`src/rtl/adc_seq_pkg.sv`:
```
// Constants, types and register map of the scan conversion sequencer
//
// How it works
// - Conversions run while start is high and stop while it is low.
// - Start falling lets the running conversion finish, then idle follows.
// - Start rising in scan mode begins at the current pointer, then loops.
// - After the last selected channel the scan wraps to the highest priority.
// - A single selected channel is converted repeatedly, pointer unchanged.
// - Writing any scan select register reloads the pointer to highest priority.
// - Fixed mode moves the pointer only on a scan select write and uses the fixed pair register.
// - Start dropped before 8 clocks ahead of ready converts one channel only.
// - With start low each pulse command converts one channel, at byte end.
// - A pulse conversion in scan mode advances to the next selected channel.
// - General output data updates on the eighth falling serial clock edge.
// - First result after start waits the settling delay per rate and idle depth.
// - Later results come at the plain conversion period.
// - Config register a picks scan or fixed converting mode.
// - Config register b picks standby or sleep idle; sleep waits longer.
// - Scan list holds 8 pairs, 16 single inputs and 5 internal readings.
// - At ready the flag falls, pointer moves in scan mode, next conversion or idle.
// - Only selected channels are converted, in list order.
// - Pair k drives input 2k positive and input 2k+1 negative.
// - Fixed mode takes any input as positive and any as negative.
// - Power-down is entered from idle only; it then stops all converting and sequencing.
// - Ready releases on first falling serial edge; unread results pulse it.
package adc_seq_pkg;
  // ==========================================================
  // Register offsets
  localparam logic [7:0] OFS_CFG_A  = 8'h00;
  localparam logic [7:0] OFS_CFG_B  = 8'h04;
  localparam logic [7:0] OFS_DIFF   = 8'h08;
  localparam logic [7:0] OFS_SE_LO  = 8'h0C;
  localparam logic [7:0] OFS_SE_HI  = 8'h10;
  localparam logic [7:0] OFS_SYS    = 8'h14;
  localparam logic [7:0] OFS_FIXED  = 8'h18;
  localparam logic [7:0] OFS_GPIO   = 8'h1C;
  localparam logic [7:0] OFS_CMD    = 8'h20;
  localparam logic [7:0] OFS_STATUS = 8'h24;
  // ==========================================================
  // Field positions and reset values
  localparam int         CFGA_FIXED_BIT = 0;
  localparam int         CFGA_PD_BIT    = 1;
  localparam int         CFGB_SLEEP_BIT = 0;
  localparam int         CFGB_RATE_LSB  = 1;
  localparam int         CMD_PULSE_BIT  = 0;
  localparam logic [7:0] CFG_B_RST      = 8'h06;
  localparam logic [7:0] SEL_RST        = 8'h00;
  // ==========================================================
  // Timing in master clock cycles
  localparam logic [13:0] INIT_FIX_R11  = 14'd802;
  localparam logic [13:0] INIT_SCAN_R11 = 14'd708;
  localparam logic [13:0] INIT_FIX_R10  = 14'd1186;
  localparam logic [13:0] INIT_SCAN_R10 = 14'd1092;
  localparam logic [13:0] INIT_FIX_R01  = 14'd2722;
  localparam logic [13:0] INIT_SCAN_R01 = 14'd2628;
  localparam logic [13:0] SLEEP_EXTRA   = 14'd64;
  localparam logic [13:0] LATE_CLKS     = 14'd8;
  // ==========================================================
  // Channel space and priority order
  localparam int NCH = 29;
  localparam logic [4:0] PRIO_TAB [0:NCH-1] = '{
    5'h00, 5'h01, 5'h02, 5'h03, 5'h04, 5'h05, 5'h06, 5'h07, 5'h08, 5'h09,
    5'h0A, 5'h0B, 5'h0C, 5'h0D, 5'h0E, 5'h0F, 5'h10, 5'h11, 5'h12, 5'h13,
    5'h14, 5'h15, 5'h16, 5'h17, 5'h18, 5'h19, 5'h1A, 5'h1B, 5'h1C};
  // ==========================================================
  // Types
  typedef enum logic [1:0] {
    ST_IDLE   = 2'b00,
    ST_SETTLE = 2'b01,
    ST_CONV   = 2'b10,
    ST_DOWN   = 2'b11
  } seq_state_e;
  typedef enum logic [1:0] {
    MUX_PAIR = 2'b00,
    MUX_COM  = 2'b01,
    MUX_SYS  = 2'b10
  } mux_kind_e;
  typedef struct packed {
    mux_kind_e  kind;
    logic [3:0] pos;
    logic [3:0] neg;
  } mux_sel_s;
endpackage

```
`src/rtl/adc_scan_sequencer.sv`:
```
// Scan conversion sequencer with Wishbone register slave
`timescale 1ns/10ps
module adc_scan_sequencer #(
  parameter int INIT_FIX_R00  = 8866,
  parameter int INIT_SCAN_R00 = 8772,
  parameter int CONV_R11      = 128,
  parameter int CONV_R10      = 256,
  parameter int CONV_R01      = 512,
  parameter int CONV_R00      = 1024
) (
  // Clock and reset
  input  wire logic                  clk_i,
  input  wire logic                  rst_i,
  // Wishbone slave
  input  wire logic                  wb_cyc_i,
  input  wire logic                  wb_stb_i,
  input  wire logic                  wb_we_i,
  input  wire logic [7:0]            wb_adr_i,
  input  wire logic [3:0]            wb_sel_i,
  input  wire logic [31:0]           wb_dat_i,
  output logic      [31:0]           wb_dat_o,
  output logic                       wb_ack_o,
  // Pins
  input  wire logic                  start_i,
  input  wire logic                  sclk_i,
  input  wire logic                  cs_n_i,
  output logic                       result_ready_n_o,
  output logic      [7:0]            gpio_o,
  // Converter control
  output adc_seq_pkg::mux_sel_s      mux_o,
  output logic      [4:0]            channel_o,
  output logic                       converting_o,
  output logic                       idle_sleep_o,
  output logic                       power_down_o
);
  // ==========================================================
  // Registers and state
  logic [7:0]              cfg_a;
  logic [7:0]              cfg_b;
  logic [7:0]              diff_sel;
  logic [7:0]              se_lo;
  logic [7:0]              se_hi;
  logic [4:0]              sys_sel;
  logic [7:0]              fixed_pair;
  logic [7:0]              gpio_stage;
  logic                    gpio_arm;
  logic                    pulse_arm;
  logic                    ack;
  logic [2:0]              sync1;
  logic [2:0]              sync2;
  logic [2:0]              sync3;
  logic [2:0]              bit_cnt;
  adc_seq_pkg::seq_state_e state;
  adc_seq_pkg::seq_state_e next_state;
  logic [13:0]             cnt;
  logic [4:0]              ptr;
  logic                    ptr_reload;
  logic                    go_on;
  logic                    ready_n;
  logic                    ready_bump;
  logic [4:0]              first_pos;
  logic [4:0]              next_pos;
  logic                    next_hit;
  logic [31:0]             rd_word;

  // ==========================================================
  // Bus decode
  wire       req      = wb_cyc_i & wb_stb_i & ~ack;
  wire       wr       = req & wb_we_i & wb_sel_i[0];
  wire       wr_cfga  = wr & (wb_adr_i == adc_seq_pkg::OFS_CFG_A);
  wire       wr_cfgb  = wr & (wb_adr_i == adc_seq_pkg::OFS_CFG_B);
  wire       wr_diff  = wr & (wb_adr_i == adc_seq_pkg::OFS_DIFF);
  wire       wr_selo  = wr & (wb_adr_i == adc_seq_pkg::OFS_SE_LO);
  wire       wr_sehi  = wr & (wb_adr_i == adc_seq_pkg::OFS_SE_HI);
  wire       wr_sys   = wr & (wb_adr_i == adc_seq_pkg::OFS_SYS);
  wire       wr_fixed = wr & (wb_adr_i == adc_seq_pkg::OFS_FIXED);
  wire       wr_gpio  = wr & (wb_adr_i == adc_seq_pkg::OFS_GPIO);
  wire       wr_cmd   = wr & (wb_adr_i == adc_seq_pkg::OFS_CMD)
                        & wb_dat_i[adc_seq_pkg::CMD_PULSE_BIT];
  wire       wr_list  = wr_diff | wr_selo | wr_sehi | wr_sys;
  // ==========================================================
  // Config fields
  wire       fixed_md = cfg_a[adc_seq_pkg::CFGA_FIXED_BIT];
  wire       pd_req   = cfg_a[adc_seq_pkg::CFGA_PD_BIT];
  wire       sleep_md = cfg_b[adc_seq_pkg::CFGB_SLEEP_BIT];
  wire [1:0] rate     = cfg_b[adc_seq_pkg::CFGB_RATE_LSB +: 2];
  wire [adc_seq_pkg::NCH-1:0] sel_vec = {sys_sel, se_hi, se_lo, diff_sel};
  // ==========================================================
  // Pin sampling and serial edge detection
  wire start_s  = sync2[2];
  wire sclk_fal = sync3[1] & ~sync2[1];
  wire cs_act   = ~sync2[0];
  wire sfall    = sclk_fal & cs_act;
  wire byte_end = sfall & (bit_cnt == 3'h7);
  wire pulse_go = byte_end & pulse_arm & ~start_s;
  // ==========================================================
  // Delay selection
  wire [13:0] init_fix  = (rate == 2'b11) ? adc_seq_pkg::INIT_FIX_R11
                        : (rate == 2'b10) ? adc_seq_pkg::INIT_FIX_R10
                        : (rate == 2'b01) ? adc_seq_pkg::INIT_FIX_R01
                        : 14'(INIT_FIX_R00);
  wire [13:0] init_scan = (rate == 2'b11) ? adc_seq_pkg::INIT_SCAN_R11
                        : (rate == 2'b10) ? adc_seq_pkg::INIT_SCAN_R10
                        : (rate == 2'b01) ? adc_seq_pkg::INIT_SCAN_R01
                        : 14'(INIT_SCAN_R00);
  wire [13:0] init_load = (fixed_md ? init_fix : init_scan)
                        + (sleep_md ? adc_seq_pkg::SLEEP_EXTRA : 14'h0000)
                        - 14'h0001;
  wire [13:0] conv_load = (rate == 2'b11) ? 14'(CONV_R11 - 1)
                        : (rate == 2'b10) ? 14'(CONV_R10 - 1)
                        : (rate == 2'b01) ? 14'(CONV_R01 - 1)
                        : 14'(CONV_R00 - 1);
  wire busy      = (state == adc_seq_pkg::ST_SETTLE) | (state == adc_seq_pkg::ST_CONV);
  wire done      = busy & (cnt == 14'h0000);
  wire wake      = start_s | pulse_go;
  // Scan mode advances; fixed mode and a lone channel stay put
  wire [4:0] adv_pos = next_hit ? next_pos : first_pos;
  wire [4:0] cur_ch  = adc_seq_pkg::PRIO_TAB[ptr];

  // ==========================================================
  // Priority search over the scan list
  always_comb begin
    first_pos = 5'h00;
    next_pos  = 5'h00;
    next_hit  = 1'b0;
    for (int i = adc_seq_pkg::NCH - 1; i >= 0; i--) begin
      if (sel_vec[adc_seq_pkg::PRIO_TAB[i]]) begin
        first_pos = 5'(i);
        if (5'(i) > ptr) begin
          next_pos = 5'(i);
          next_hit = 1'b1;
        end
      end
    end
  end

  // ==========================================================
  // Sequencer state machine
  always_comb begin
    next_state = state;
    unique case (state)
      adc_seq_pkg::ST_IDLE: begin
        if (pd_req) begin
          next_state = adc_seq_pkg::ST_DOWN;
        end else if (wake) begin
          next_state = adc_seq_pkg::ST_SETTLE;
        end
      end
      adc_seq_pkg::ST_SETTLE, adc_seq_pkg::ST_CONV: begin
        if (done) begin
          next_state = go_on ? adc_seq_pkg::ST_CONV
                             : adc_seq_pkg::ST_IDLE;
        end
      end
      adc_seq_pkg::ST_DOWN: begin
        if (!pd_req) begin
          next_state = adc_seq_pkg::ST_IDLE;
        end
      end
    endcase
  end

  always_ff @(posedge clk_i) begin
    if (rst_i) begin
      state <= adc_seq_pkg::ST_IDLE;
      cnt   <= 14'h0000;
      go_on <= 1'b0;
    end else begin
      state <= next_state;
      if (state == adc_seq_pkg::ST_IDLE) begin
        cnt   <= init_load;
        go_on <= start_s;
      end else if (done) begin
        cnt   <= conv_load;
        go_on <= start_s;
      end else if (busy) begin
        cnt <= cnt - 14'h0001;
        // Later start changes ride into the next conversion only
        if (cnt == adc_seq_pkg::LATE_CLKS) begin
          go_on <= start_s;
        end
      end
    end
  end

  // ==========================================================
  // Channel pointer
  always_ff @(posedge clk_i) begin
    if (rst_i) begin
      ptr        <= 5'h00;
      ptr_reload <= 1'b0;
    end else begin
      // Reload one cycle late so the search sees the new list
      ptr_reload <= wr_list;
      if (ptr_reload) begin
        ptr <= first_pos;
      end else if (done && !fixed_md) begin
        ptr <= adv_pos;
      end
    end
  end

  // ==========================================================
  // Converter input selection
  always_ff @(posedge clk_i) begin
    if (rst_i) begin
      mux_o     <= '{kind: adc_seq_pkg::MUX_PAIR, pos: 4'h0, neg: 4'h1};
      channel_o <= 5'h00;
    end else if (fixed_md) begin
      mux_o     <= '{kind: adc_seq_pkg::MUX_PAIR,
                     pos:  fixed_pair[7:4],
                     neg:  fixed_pair[3:0]};
      channel_o <= 5'h00;
    end else begin
      channel_o <= cur_ch;
      if (cur_ch < 5'd8) begin
        mux_o <= '{kind: adc_seq_pkg::MUX_PAIR,
                   pos:  {cur_ch[2:0], 1'b0},
                   neg:  {cur_ch[2:0], 1'b1}};
      end else if (cur_ch < 5'd24) begin
        mux_o <= '{kind: adc_seq_pkg::MUX_COM,
                   pos:  4'(cur_ch - 5'd8),
                   neg:  4'h0};
      end else begin
        mux_o <= '{kind: adc_seq_pkg::MUX_SYS,
                   pos:  4'(cur_ch - 5'd24),
                   neg:  4'h0};
      end
    end
  end

  // ==========================================================
  // Ready flag: unread results give a one-cycle high bump
  always_ff @(posedge clk_i) begin
    if (rst_i) begin
      ready_n    <= 1'b1;
      ready_bump <= 1'b0;
    end else begin
      ready_bump <= done & ~ready_n;
      if (done) begin
        ready_n <= ~ready_n;
      end else if (ready_bump) begin
        ready_n <= 1'b0;
      end else if (sfall && bit_cnt == 3'h0) begin
        ready_n <= 1'b1;
      end
    end
  end

  // ==========================================================
  // Serial edge sampling and byte counting
  always_ff @(posedge clk_i) begin
    if (rst_i) begin
      sync1   <= 3'h1;
      sync2   <= 3'h1;
      sync3   <= 3'h1;
      bit_cnt <= 3'h0;
    end else begin
      sync1 <= {start_i, sclk_i, cs_n_i};
      sync2 <= sync1;
      sync3 <= sync2;
      if (!cs_act) begin
        bit_cnt <= 3'h0;
      end else if (sfall) begin
        bit_cnt <= bit_cnt + 3'h1;
      end
    end
  end

  // ==========================================================
  // Software registers; arm bits let a new write win over byte end
  always_ff @(posedge clk_i) begin
    if (rst_i) begin
      cfg_a      <= adc_seq_pkg::SEL_RST;
      cfg_b      <= adc_seq_pkg::CFG_B_RST;
      diff_sel   <= adc_seq_pkg::SEL_RST;
      se_lo      <= adc_seq_pkg::SEL_RST;
      se_hi      <= adc_seq_pkg::SEL_RST;
      sys_sel    <= 5'h00;
      fixed_pair <= adc_seq_pkg::SEL_RST;
      gpio_stage <= adc_seq_pkg::SEL_RST;
      gpio_o     <= adc_seq_pkg::SEL_RST;
      gpio_arm   <= 1'b0;
      pulse_arm  <= 1'b0;
    end else begin
      if (wr_cfga) begin
        cfg_a <= wb_dat_i[7:0];
      end
      if (wr_cfgb) begin
        cfg_b <= wb_dat_i[7:0];
      end
      if (wr_diff) begin
        diff_sel <= wb_dat_i[7:0];
      end
      if (wr_selo) begin
        se_lo <= wb_dat_i[7:0];
      end
      if (wr_sehi) begin
        se_hi <= wb_dat_i[7:0];
      end
      if (wr_sys) begin
        sys_sel <= wb_dat_i[4:0];
      end
      if (wr_fixed) begin
        fixed_pair <= wb_dat_i[7:0];
      end
      if (wr_gpio) begin
        gpio_stage <= wb_dat_i[7:0];
        gpio_arm   <= 1'b1;
      end else if (byte_end) begin
        gpio_arm <= 1'b0;
      end
      if (byte_end && gpio_arm) begin
        gpio_o <= gpio_stage;
      end
      if (wr_cmd) begin
        pulse_arm <= 1'b1;
      end else if (byte_end) begin
        pulse_arm <= 1'b0;
      end
    end
  end

  // ==========================================================
  // Read mux and bus answer; unmapped reads give zero
  always_comb begin
    rd_word = 32'h0000_0000;
    unique case (wb_adr_i)
      adc_seq_pkg::OFS_CFG_A:  rd_word[7:0] = cfg_a;
      adc_seq_pkg::OFS_CFG_B:  rd_word[7:0] = cfg_b;
      adc_seq_pkg::OFS_DIFF:   rd_word[7:0] = diff_sel;
      adc_seq_pkg::OFS_SE_LO:  rd_word[7:0] = se_lo;
      adc_seq_pkg::OFS_SE_HI:  rd_word[7:0] = se_hi;
      adc_seq_pkg::OFS_SYS:    rd_word[4:0] = sys_sel;
      adc_seq_pkg::OFS_FIXED:  rd_word[7:0] = fixed_pair;
      adc_seq_pkg::OFS_GPIO:   rd_word[7:0] = gpio_stage;
      adc_seq_pkg::OFS_CMD:    rd_word[1:0] = {gpio_arm, pulse_arm};
      adc_seq_pkg::OFS_STATUS: rd_word[9:0] = {ready_n, state, go_on, ptr, start_s};
      default:                 rd_word = 32'h0000_0000;
    endcase
  end

  always_ff @(posedge clk_i) begin
    if (rst_i) begin
      ack      <= 1'b0;
      wb_dat_o <= 32'h0000_0000;
    end else begin
      ack <= req;
      if (req && !wb_we_i) begin
        wb_dat_o <= rd_word;
      end
    end
  end

  assign wb_ack_o         = ack;
  assign result_ready_n_o = ready_n;
  assign converting_o     = busy;
  assign idle_sleep_o     = sleep_md & (state == adc_seq_pkg::ST_IDLE);
  assign power_down_o     = (state == adc_seq_pkg::ST_DOWN);
endmodule

```
`config.mk`:
```
export PLATFORM = sky130hd
export DESIGN_NAME = adc_scan_sequencer
export DESIGN_NICKNAME = d
export VERILOG_FILES = /design/src/rtl/adc_seq_pkg.sv /design/src/rtl/adc_scan_sequencer.sv
export SDC_FILE = /design/constraint.sdc
export NUM_CORES = 1
export LEC_CHECK = 0
export ABC_AREA = 1
export BUFFER_PORTS_ARGS = -buffer_cell sky130_fd_sc_hd__buf_2
export CAP_MARGIN = 5
export CORE_AREA = 2 2 131 133
export DETAILED_ROUTE_END_ITERATION = 12
export DIE_AREA = 0 0 133 135
export GPL_ROUTABILITY_DRIVEN = 1
export GPL_TIMING_DRIVEN = 0
export PLACE_DENSITY = 0.64
export SLEW_MARGIN = 20
export SYNTH_ARGS = -nofsm -noshare
export SYNTH_HDL_FRONTEND = slang
export SYNTH_SLANG_ARGS = --single-unit
```
`constraint.sdc`:
```
create_clock -name clk_i -period 2.34 [get_ports clk_i]
set_input_delay 0.351 -clock clk_i [delete_from_list [all_inputs] [get_ports clk_i]]
set_output_delay 0.351 -clock clk_i [all_outputs]
set_load 0.02 [all_outputs]
```
## Word-level counts from Yosys, hierarchy flattened

Memories as Yosys holds them, arrays and structs flattened.
Index checks and enable logic that the tools add are counted.

| word-level totals | value |
|---|---|
| word-level logic and storage cells | 329 |
| register bits after elaboration | 133 |
| output and inout bits | 60 |
| bits of input ports | 52 |
| memories | 1 |
| memory bits (read-only) | 160 |

| cells by class | value |
|---|---|
| multiplexer cells | 187 |
| eq/ne operators | 20 |
| $add $sub $neg | 6 |
| $lt $le $gt $ge | 32 |
| bitwise operators | 33 |
| reduce and logical (&&, ||, !) cells | 22 |

Memories:

| name | depth | bits a word | rd ports | clocked after memory_dff | write ports | line | text |
|---|---|---|---|---|---|---|---|
| (name not given) | 32 | 5 | 1 | 0 | 0 | adc_scan_sequencer.sv:118 | `wire [4:0] cur_ch = adc_seq_pkg::PRIO_TAB[ptr];` |

Operators by type and width:

| kind | count |
|---|---|
| 2-to-1 mux 5 bit | 92 |
| 2-to-1 mux 14 bit | 10 |
| 2-to-1 mux 1 bit | 68 |
| greater-than comparator 5 bit (first input constant) | 13 |
| greater-than comparator 4 x 5 -> 1 bit (first input constant) | 8 |
| 2-to-1 mux 10 bit | 4 |
| equality test 8 x 5 -> 1 bit (second input constant) | 4 |
| subtractor 14 x 1 -> 14 bit (second input constant) | 2 |
| one-hot mux 3 bit (9 select lines) | 1 |
| one-hot mux 3 bit (8 select lines) | 1 |
| bitwise AND 1 bit | 22 |
| greater-than comparator 3 x 5 -> 1 bit (first input constant) | 4 |
| one-hot mux 2 bit (10 select lines) | 1 |
| equality test 8 x 4 -> 1 bit (second input constant) | 2 |
| equality test 8 x 6 -> 1 bit (second input constant) | 2 |
| 2-to-1 mux 8 bit | 2 |
| adder 14 x 7 -> 14 bit | 1 |
| equality test 14 x 4 -> 1 bit (second input constant) | 1 |
| logical NOT 14 bit | 1 |
| 2-to-1 mux 2 bit | 6 |
| greater-than comparator 1 x 5 -> 1 bit (first input constant) | 2 |
| greater-than comparator 2 x 5 -> 1 bit (first input constant) | 2 |
| nonzero test 3 bit | 3 |
| equality test 2 bit (second input constant) | 4 |
| other kinds (25) | 44 |

## Depth between registers and ports, before layout

Gate-level depths: netlist of the first run.

| depth | value |
|---|---|
| depth in word-level cells | 62 |
| depth in mapped cells | 34 |
| mapped depth without buffers | 33 |

## Least setup slack after synthesis of the first run

OpenSTA, ideal clock, no wires.

| path | value |
|---|---|
| kind | reg2reg |
| from | register cfg_b[2] |
| to | register cnt[12] |
| setup time | 0.095 ns |
| period minus slack after synthesis | 2.390 ns |
| setup slack | -0.050 ns |
| cell stages (with the launch flop) | 19 |
| required time | 2.245 ns |
| data arrival time | 2.294 ns |
| path through | dfxtp_1 > nand2_1 > inv_1 > ha_1 > inv_1 > ha_1 > nand3b_1 > nand2_1 > and2_1 > o21ai_1 > nand2_1 > inv_1 > nor2_1 > nor2_1 > nor2_1 > nor2_1 > xor2_1 > nand2_1 > a221oi_1 |

| on the way | value |
|---|---|
| cells in the longest elaborated chain, start to end | 8 |
| elaborated cells between the ends (all ways) | 13 |
| those cells by class | add/sub (2); eq/ne (3); mux (8) |

Ends and longest elaborated chain:

| what | line | text |
|---|---|---|
| from (decl) | adc_scan_sequencer.sv:39 | `logic [7:0] cfg_b;` |
| from (signal assigned) | adc_scan_sequencer.sv:275 | `cfg_b <= adc_seq_pkg::CFG_B_RST;` |
| from (signal assigned) | adc_scan_sequencer.sv:290 | `cfg_b <= wb_dat_i[7:0];` |
| equality test 2 x 1 -> 1 bit | adc_scan_sequencer.sv:100, adc_scan_sequencer.sv:104 |  |
| 2-to-1 mux 14 bit (on tied branches) | adc_scan_sequencer.sv:104, adc_scan_sequencer.sv:100 |  |
| 2-to-1 mux 14 bit (on tied branches) | adc_scan_sequencer.sv:103, adc_scan_sequencer.sv:99 |  |
| 2-to-1 mux 14 bit (on tied branches) | adc_scan_sequencer.sv:102, adc_scan_sequencer.sv:98 |  |
| 2-to-1 mux 14 bit * | adc_scan_sequencer.sv:106 | `wire [13:0] init_load = (fixed_md ? init_fix : init_scan)` |
| adder 14 x 7 -> 14 bit * | adc_scan_sequencer.sv:107 | `+ (sleep_md ? adc_seq_pkg::SLEEP_EXTRA : 14'h0000)` |
| subtractor 14 x 1 -> 14 bit * | adc_scan_sequencer.sv:108 | `- 14'h0001;` |
| 2-to-1 mux 14 bit * | adc_scan_sequencer.sv:170 | `if (state == adc_seq_pkg::ST_IDLE) begin` |
| to (signal assigned) | adc_scan_sequencer.sv:171 | `cnt <= init_load;` |
| to (signal assigned) | adc_scan_sequencer.sv:174 | `cnt <= conv_load;` |
| to (signal assigned) | adc_scan_sequencer.sv:177 | `cnt <= cnt - 14'h0001;` |
| to (decl) | adc_scan_sequencer.sv:55 | `logic [13:0] cnt;` |

Every way passes the cells marked *; elsewhere a longest branch is shown, timed or not.
A chain may end at the register's enable or synchronous reset.

## Worst setup path after layout of the first run

| path | value |
|---|---|
| from | register ptr[2] |
| to | register ptr[2] |

| on the way | value |
|---|---|
| cells in the longest elaborated chain, start to end | 62 |
| elaborated cells between the ends (all ways) | 148 |
| those cells by class | order compare (29); mux (119) |

Ends and longest elaborated chain:

| what | line | text |
|---|---|---|
| from (decl) | adc_scan_sequencer.sv:56 | `logic [4:0] ptr;` |
| from (signal assigned) | adc_scan_sequencer.sv:196 | `ptr <= first_pos;` |
| from (signal assigned) | adc_scan_sequencer.sv:198 | `ptr <= adv_pos;` |
| greater-than comparator 5 bit | adc_scan_sequencer.sv:129 | `if (5'(i) > ptr) begin` |
| 2-to-1 mux 5 bit or 2-to-1 mux 1 bit (tied branches) | adc_scan_sequencer.sv:129 |  |
| 2-to-1 mux 5 bit or 2-to-1 mux 1 bit (tied branches) | adc_scan_sequencer.sv:127 | `if (sel_vec[adc_seq_pkg::PRIO_TAB[i]]) begin` |
| 2-to-1 mux 5 bit or 2-to-1 mux 1 bit (tied branches) | adc_scan_sequencer.sv:129 |  |
| 2-to-1 mux 5 bit or 2-to-1 mux 1 bit (tied branches) | adc_scan_sequencer.sv:127 |  |
| 2-to-1 mux 5 bit or 2-to-1 mux 1 bit (tied branches) | adc_scan_sequencer.sv:129 |  |
| 2-to-1 mux 5 bit or 2-to-1 mux 1 bit (tied branches) | adc_scan_sequencer.sv:127 |  |
| 2-to-1 mux 5 bit or 2-to-1 mux 1 bit (tied branches) | adc_scan_sequencer.sv:129 |  |
| [46 not listed] | - |  |
| 2-to-1 mux 5 bit or 2-to-1 mux 1 bit (tied branches) | adc_scan_sequencer.sv:127 |  |
| 2-to-1 mux 5 bit or 2-to-1 mux 1 bit (tied branches) | adc_scan_sequencer.sv:129 |  |
| 2-to-1 mux 5 bit or 2-to-1 mux 1 bit (tied branches) | adc_scan_sequencer.sv:127 |  |
| 2-to-1 mux 5 bit or 2-to-1 mux 1 bit (tied branches) | adc_scan_sequencer.sv:129 |  |
| 2-to-1 mux 5 bit or 2-to-1 mux 1 bit (tied branches) | adc_scan_sequencer.sv:127 |  |
| 2-to-1 mux 5 bit * | adc_scan_sequencer.sv:117 | `wire [4:0] adv_pos = next_hit ? next_pos : first_pos;` |
| 2-to-1 mux 5 bit * | adc_scan_sequencer.sv:197 | `end else if (done && !fixed_md) begin` |
| 2-to-1 mux 5 bit * | adc_scan_sequencer.sv:195 | `if (ptr_reload) begin` |

Every way passes the cells marked *; elsewhere a longest branch is shown, timed or not. The select of a mux whose other input is x is not followed.

==> results.yml, run 1 <==
run_status:
  status: "finished with violations"
  violations: "negative setup slack"
routing:
  vias_per_cell: 5.34
  drc_errors: 0
  via_count: 7439
  detail-route-antenna-nets: 0
  drt_iter0_markers: 812
  dr.pass1.iters: 6
  wl_per_cell_um: 16.8
  routed_wl_mm: 23.4
sta:
  rsz0062_at_grt: "true"
  slew_headroom_pct: 53.6
  finalHoldViolations: 0
  worst_pin_slew_ns: 0.697
  period_share_pct: 104
  finClkSkew_ns: 0.00848
  layout_min_cycle_time_ns: 2.43
  setup_slack_ns: -0.0880
  slew_violations: 0
  maxClockFrequency_mhz: 412
  setup_viol: 5
yosys:
  syn_inst: 1008
  yosys.cell_types.count: 45
  synth_edf_count: 0
  synth_warnings: 0
  synth_area_um2: 6990
  synth_ff_type: "dfxtp_1"
  ys_ff_latch: 132
  synth_top_area_cell: "dfxtp_1"
  synthDominantCellAreaShare_pct: 37.8
  synth_seq_area_share_pct: 37.8
  ys_top_cells_by_area: "dfxtp_1, nand2_1, a21oi_1"
  synth-async-reset-ratio_pct: 0
  syn_avg_cell_area_um2: 6.93
cells_and_area:
  layout_common_cells: "nand2_1, inv_1, dfxtp_1, a21oi_1, nor2_1"
  top_register: "cnt"
  final_common_cell: "nand2_1"
  largest_register_ff_count: 14
  fin_util_pct: 54.9
  num-nets-final: 1230
  layoutNonFillerInstCount: 1393
  area_growth_pct: 28.9
  fillers: 1595
  reg_top3: "cnt x14, mux_o x10, wb_dat_o x10"
  multi_input_area_um2: 3860
  n_antenna_cell: 0
  regArea_um2: 2680
  final_area_um2: 9000
  final_layout_size_suffix_gt1_share_pct: 23.2
floorplanning:
  dieHeight_um: 135
  core_area_um2: 16400
  fp.dieW_um: 133
  ios: 112
  start_util_pct: 42.6
  rows: 47
  die_area_um2: 18000
critical_path:
  required_ns: 2.64
  r2r_start: "ptr[2]"
  crit_start: "ptr[2]"
  rrSetupSlack_ns: -0.09
  worstSetupStartpointType: "flop"
  cp.arrival_ns: 2.72
  cp-endpoint: "ptr[2]"
  end_kind: "flop"
  path_class: "flop to flop"
  r2r_end: "ptr[2]"
  cp_max_fo: 6
  r2r_cells: 14
place:
  placed_cell_area_um2: 7660
  gp_congestion: 0.973
  dp_cells: 1311
  port_buffers: 62
  hpwl_mm: 16.5
clock_tree:
  h-tree-depth: 4
  clkSinkCount: 132
  clock_latency_ns: 0.43
  clock_path_buffers: 2
  cts.hold.buffers_added: 0
  cts_buffers: 17
  clkTransAtPathRegs_ns: 0.06
  clockRootBuffer: "clkbuf_16"
  tritoncts: "done"
power_and_ir_drop:
  p_per_area_nw_per_um2: 741
  p_leak_nw: 3.95
  ir_drop_mv: 0.563
global_route:
  overflow: 0
  grt_pass1_wl_mm: 35.8
  antenna_found_initial: 0
  grt_max_degree: 17
  first_global_vias: 6603
  track_usage_pct: 25.6
flow_run:
  cap_violations: 0
min_path:
  worst_hold_path_type: "primary input to flop"
cell usage after synthesis, types with 3 or more instances:
cell type,n
nand3_1,41
nand2_2,4
a221oi_1,15
buf_4,27
nor2_1,110
ha_1,18
or2_2,5
nand4_1,7
a211oi_1,14
o221ai_1,3
o21ai_0,90
inv_2,14
nor3_1,19
nand2_1,161
a21oi_1,112
nor4_1,3
xnor2_1,3
dfxtp_1,132
o211ai_1,9
xor2_1,8
inv_1,129
a31oi_1,9
o22ai_1,16
clkbuf_1,23
o21ai_1,8
what timing repair did:
action	CTS	global route
endpoints found under the setup margin	11	34
gates cloned	0	0
gates resized for setup	53	61
pin swaps	21	28
buffers inserted	30	22
power by group:
group          internal [mW]  leakage (nW)  total, mW  switching (mW)
Combinational          0.518          2.58       1.45           0.927
Clock                   1.54         0.298       2.76            1.21
Sequential              2.37          1.07       2.47           0.109
Total                   4.43          3.95       6.68            2.25
layout make-up:
cell class / instances / share of cell area (%)
Buffer: 51 / 3.70
Clock buffer: 17 / 4.72
Clock inverter: 15 / 2.04
Inverter: 145 / 6.13
Multi-Input combinational cell: 701 / 42.9
Sequential cell: 132 / 29.7
Tap cell: 220 / 3.06
Timing Repair Buffer: 112 / 7.78
how the worst min path moves through the flow:
| stage | startpoint | endpoint | slack [ns] | cells past startpoint |
|---|---|---|---|---|
| 3_5_place_dp | sync1[1] | sync2[1] | 0.40 | 2 |
| 3_3_place_gp | sync1[1] | sync2[1] | 0.39 | 2 |
| 2_1_floorplan | sync1[1] | sync2[1] | 0.39 | 2 |
| 4_1_cts | cs_n_i | sync1[0] | 0.09 | 2 |
| 6_report | cs_n_i | sync1[0] | 0.10 | 2 |
| 5_1_grt | cs_n_i | sync1[0] | 0.09 | 2 |
critical path, stage by stage, from the launching register on:
cell and delay [ns]:
dfxtp_4 0.36, buf_12 0.14, buf_4 0.12, nand2_2 0.04, o211ai_1 0.23, nand2_2 0.12
nor2_4 0.13, nand2_2 0.09, o41ai_4 0.40, nand2_2 0.12, inv_2 0.09, buf_4 0.10
nor2_1 0.04, a211oi_2 0.23, a211oi_1 0.06
through the flow:
step                      setup WS (ns)  total power, mW  setup TNS [ns]  hold slack (ns)
after floorplan                  0.0141             3.43               0            0.388
after global routing             -0.327             6.96           -1.19           0.0892
final                           -0.0880             6.68          -0.369            0.101
after detailed placement         -0.436             3.77          -12.42            0.397
after CTS                       -0.0966             6.59          -0.183           0.0910
after global placement           -0.399             3.76          -13.16            0.390
kinds of logic (layout without fill, tap and decap cells):
family | after synthesis | count (layout) | share of synthesized area (%)
xor gates and xnor gates | 11 | 11 | 1.38
other | 1 | 22 | 0.0537
and+or+nand+nor | 361 | 361 | 21.8
buffers and inverters | 196 | 340 | 12.1
AOI/OAI and AO/OA | 289 | 289 | 23.6
adders and majority gates | 18 | 18 | 3.22
DFF | 132 | 132 | 37.8
per-layer routing:
layer	part of all wire, %	vias up	routed length [µm]	global-route usage (%)
li1	-	3652	-	-
met1	44	3418	10300	35.2
met2	45	321	10600	40.2
met3	8.0	48	1860	5.22
met4	2.5	0	579	8.84
met5	0	-	0	0
(Power assumes the default switching activity.)
==> run 2: changes to the inputs <==
--- a/config.mk
+++ b/config.mk
@@ -13,7 +13,7 @@
 export DIE_AREA = 0 0 133 135
 export GPL_ROUTABILITY_DRIVEN = 1
 export GPL_TIMING_DRIVEN = 0
-export PLACE_DENSITY = 0.64
+export PLACE_DENSITY = 0.62
 export SLEW_MARGIN = 20
 export SYNTH_ARGS = -nofsm -noshare
 export SYNTH_HDL_FRONTEND = slang
==> constraint.sdc (replaced) <==
create_clock -name clk_i -period 2.75 [get_ports clk_i]
set_input_delay 0.4125 -clock clk_i [delete_from_list [all_inputs] [get_ports clk_i]]
set_output_delay 0.4125 -clock clk_i [all_outputs]
set_load 0.02 [all_outputs]
==> run 2 against run 1 <==
Net effect:
- the flow now finishes without violations
- sequential share of layout area rose by 2.2 points
- sequential power fell by 15%
- sequential cell count did not move
- via count fell by 4.9%
- clock-buffer cell count did not move
- critical endpoint is now cnt[12]
- largest cell class unchanged
==> results.yml, run 2 (synthesis results as in run 1) <==
run_status:
  status: "finished, final reports clean"
floorplanning:
  dieHeight_um: 135
  rows: 47
  core_area_um2: 16400
  fp.dieW_um: 133
  die_area_um2: 18000
  ios: 112
  start_util_pct: 42.6
routing:
  routed_wl_mm: 21.9
  wl_per_cell_um: 16.3
  dr.pass1.iters: 5
  via_count: 7073
  detail-route-antenna-nets: 0
  drt_iter0_markers: 698
  drc_errors: 0
  vias_per_cell: 5.25
critical_path:
  required_ns: 3.09
  path_class: "flop to flop"
  r2r_cells: 18
  r2r_start: "cfg_b[2]"
  r2r_end: "cnt[12]"
  cp.arrival_ns: 2.98
  rrSetupSlack_ns: 0.11
  path_cells: "nand2_1 -> inv_1 -> ha_1 -> inv_1 -> ha_4 -> nand3b_1 -> nand2_1 -> and2_1 -> o21ai_1 -> nand2_1 -> inv_1 -> nor2_1 -> nor2_1 -> nor2_1 -> nor2_1 -> xor2_1 -> nand2_1 -> a221oi_2"
  cp_slowest_cell: "dfxtp_4"
  cp_max_fo: 6
  worstSetupStartpointType: "flop"
  cpPeakStageDelay_ns: 0.37
  end_kind: "flop"
clock_tree:
  clockRootBuffer: "clkbuf_16"
  tritoncts: "done"
  clkSinkCount: 132
  clkTransAtPathRegs_ns: 0.07
  clock_path_buffers: 2
  clock_latency_ns: 0.43
  h-tree-depth: 4
  cts_buffers: 17
cells_and_area:
  reg_top3: "cnt x14, mux_o x10, wb_dat_o x10"
  area_growth_pct: 19.4
  final_layout_size_suffix_gt1_share_pct: 15.1
  multi_input_area_um2: 3620
  num-nets-final: 1184
  layout_common_cells: "nand2_1, inv_1, dfxtp_1, a21oi_1, nor2_1"
  largest_register_ff_count: 14
  regArea_um2: 2660
  final_common_cell: "nand2_1"
  top_register: "cnt"
  fillers: 1696
  layoutNonFillerInstCount: 1348
sta:
  finalHoldViolations: 0
  slew_headroom_pct: 53.1
  slew_violations: 0
  setup_viol: 0
  worst_pin_slew_ns: 0.704
  rsz0062_at_grt: "true"
  period_share_pct: 95.9
  finClkSkew_ns: 0.0137
  maxClockFrequency_mhz: 379
  layout_min_cycle_time_ns: 2.64
min_path:
  min_path_cells: 2
  worstHoldStart: "cs_n_i"
  worst_hold_path_type: "primary input to flop"
  min_to: "sync1[0]"
place:
  port_buffers: 62
  dp_cells: 1311
  hpwl_mm: 16.7
  gp_congestion: 0.962
power_and_ir_drop:
  p_total_mw: 5.47
  p_per_area_nw_per_um2: 656
  ir_drop_mv: 0.459
  p_leak_nw: 3.66
global_route:
  antenna_found_initial: 2
  first_global_vias: 6523
  overflow: 0
  grt_pass1_wl_mm: 34.5
  track_usage_pct: 24.9
  grt_max_degree: 17
flow_run:
  cap_violations: 0
==> run 2: cell types whose count changed in the layout (fill, tap and decap cells not counted), sizes merged <==
cell and change:
buf -46, clkinvlp +1, diode +1, inv -1
==> run 2: cell type report <==
cell class,count,area share (%)
Multi-Input combinational cell,701,43.4
Sequential cell,132,31.9
Inverter,145,6.52
Clock buffer,17,5.10
Timing Repair Buffer,66,4.08
Buffer,51,3.78
Tap cell,220,3.30
Clock inverter,15,1.90
Antenna cell,1,0.0300
==> run 2: critical path: cells and delay by family, from the launching register on <==
kind / cells / cell delay, ns
buffers and inverters: 3 / 0.24
XOR/XNOR: 1 / 0.21
AND/OR/NAND/NOR: 10 / 0.85
adder cells (fa/ha/maj): 2 / 0.53
flip-flops: 1 / 0.37
AO/OA/AOI/OAI: 2 / 0.34
==> run 2: what timing repair did <==
| action | 4_1_cts | 5_1_grt |
|---|---|---|
| hold buffers | 0 | 0 |
| hold endpoints to repair | 0 | 0 |
| resized for setup | 2 | 22 |
| buffers inserted | 0 | 4 |
| setup endpoints to repair | 1 | 12 |
==> run 2: metrics by stage <==
stage / hold WS, ns / setup TNS, ns / cell area [µm²] / utilization, % / worst slack, ns
6_report: 0.176 / 0 / 8340 / 50.9 / 0.112
5_1_grt: 0.180 / -0.149 / 8340 / 50.8 / -0.144
4_1_cts: 0.169 / 0 / 8250 / 50.3 / 0.00423
3_5_place_dp: 0.396 / -0.737 / 7650 / 46.6 / -0.178
3_3_place_gp: 0.389 / -0.817 / 7650 / 46.6 / -0.158
2_1_floorplan: 0.388 / 0 / 7070 / - / 0.360
==> run 2: worst max path at each step <==
| stage | endpoint | cells after the start | slack [ns] | start |
|---|---|---|---|---|
| after floorplan | cnt[12] | 18 | 0.36 | cfg_b[2] |
| after global placement | cfg_a[6] | 11 | -0.16 | wb_adr_i[1] |
| after detailed placement | cfg_a[5] | 11 | -0.18 | wb_adr_i[1] |
| after CTS | cnt[12] | 18 | 0.004 | cfg_b[2] |
| after global routing | cnt[12] | 18 | -0.14 | cfg_b[2] |
| final | cnt[12] | 18 | 0.11 | cfg_b[2] |
==> run 2: routing by layer <==
metal / vias up / GRT usage, % / share of wire [%]
li1: 3554 / - / -
met5: - / 0 / 0.059
met4: 2 / 9.26 / 2.4
met3: 37 / 4.20 / 7.1
met1: 3236 / 35.1 / 47
met2: 244 / 38.1 / 44
==> run 2: power by group <==
part / leakage (nW) / switching, mW / internal (mW)
Sequential: 1.07 / 0.0884 / 2.02
Combinational: 2.30 / 0.736 / 0.371
Clock: 0.285 / 0.974 / 1.29
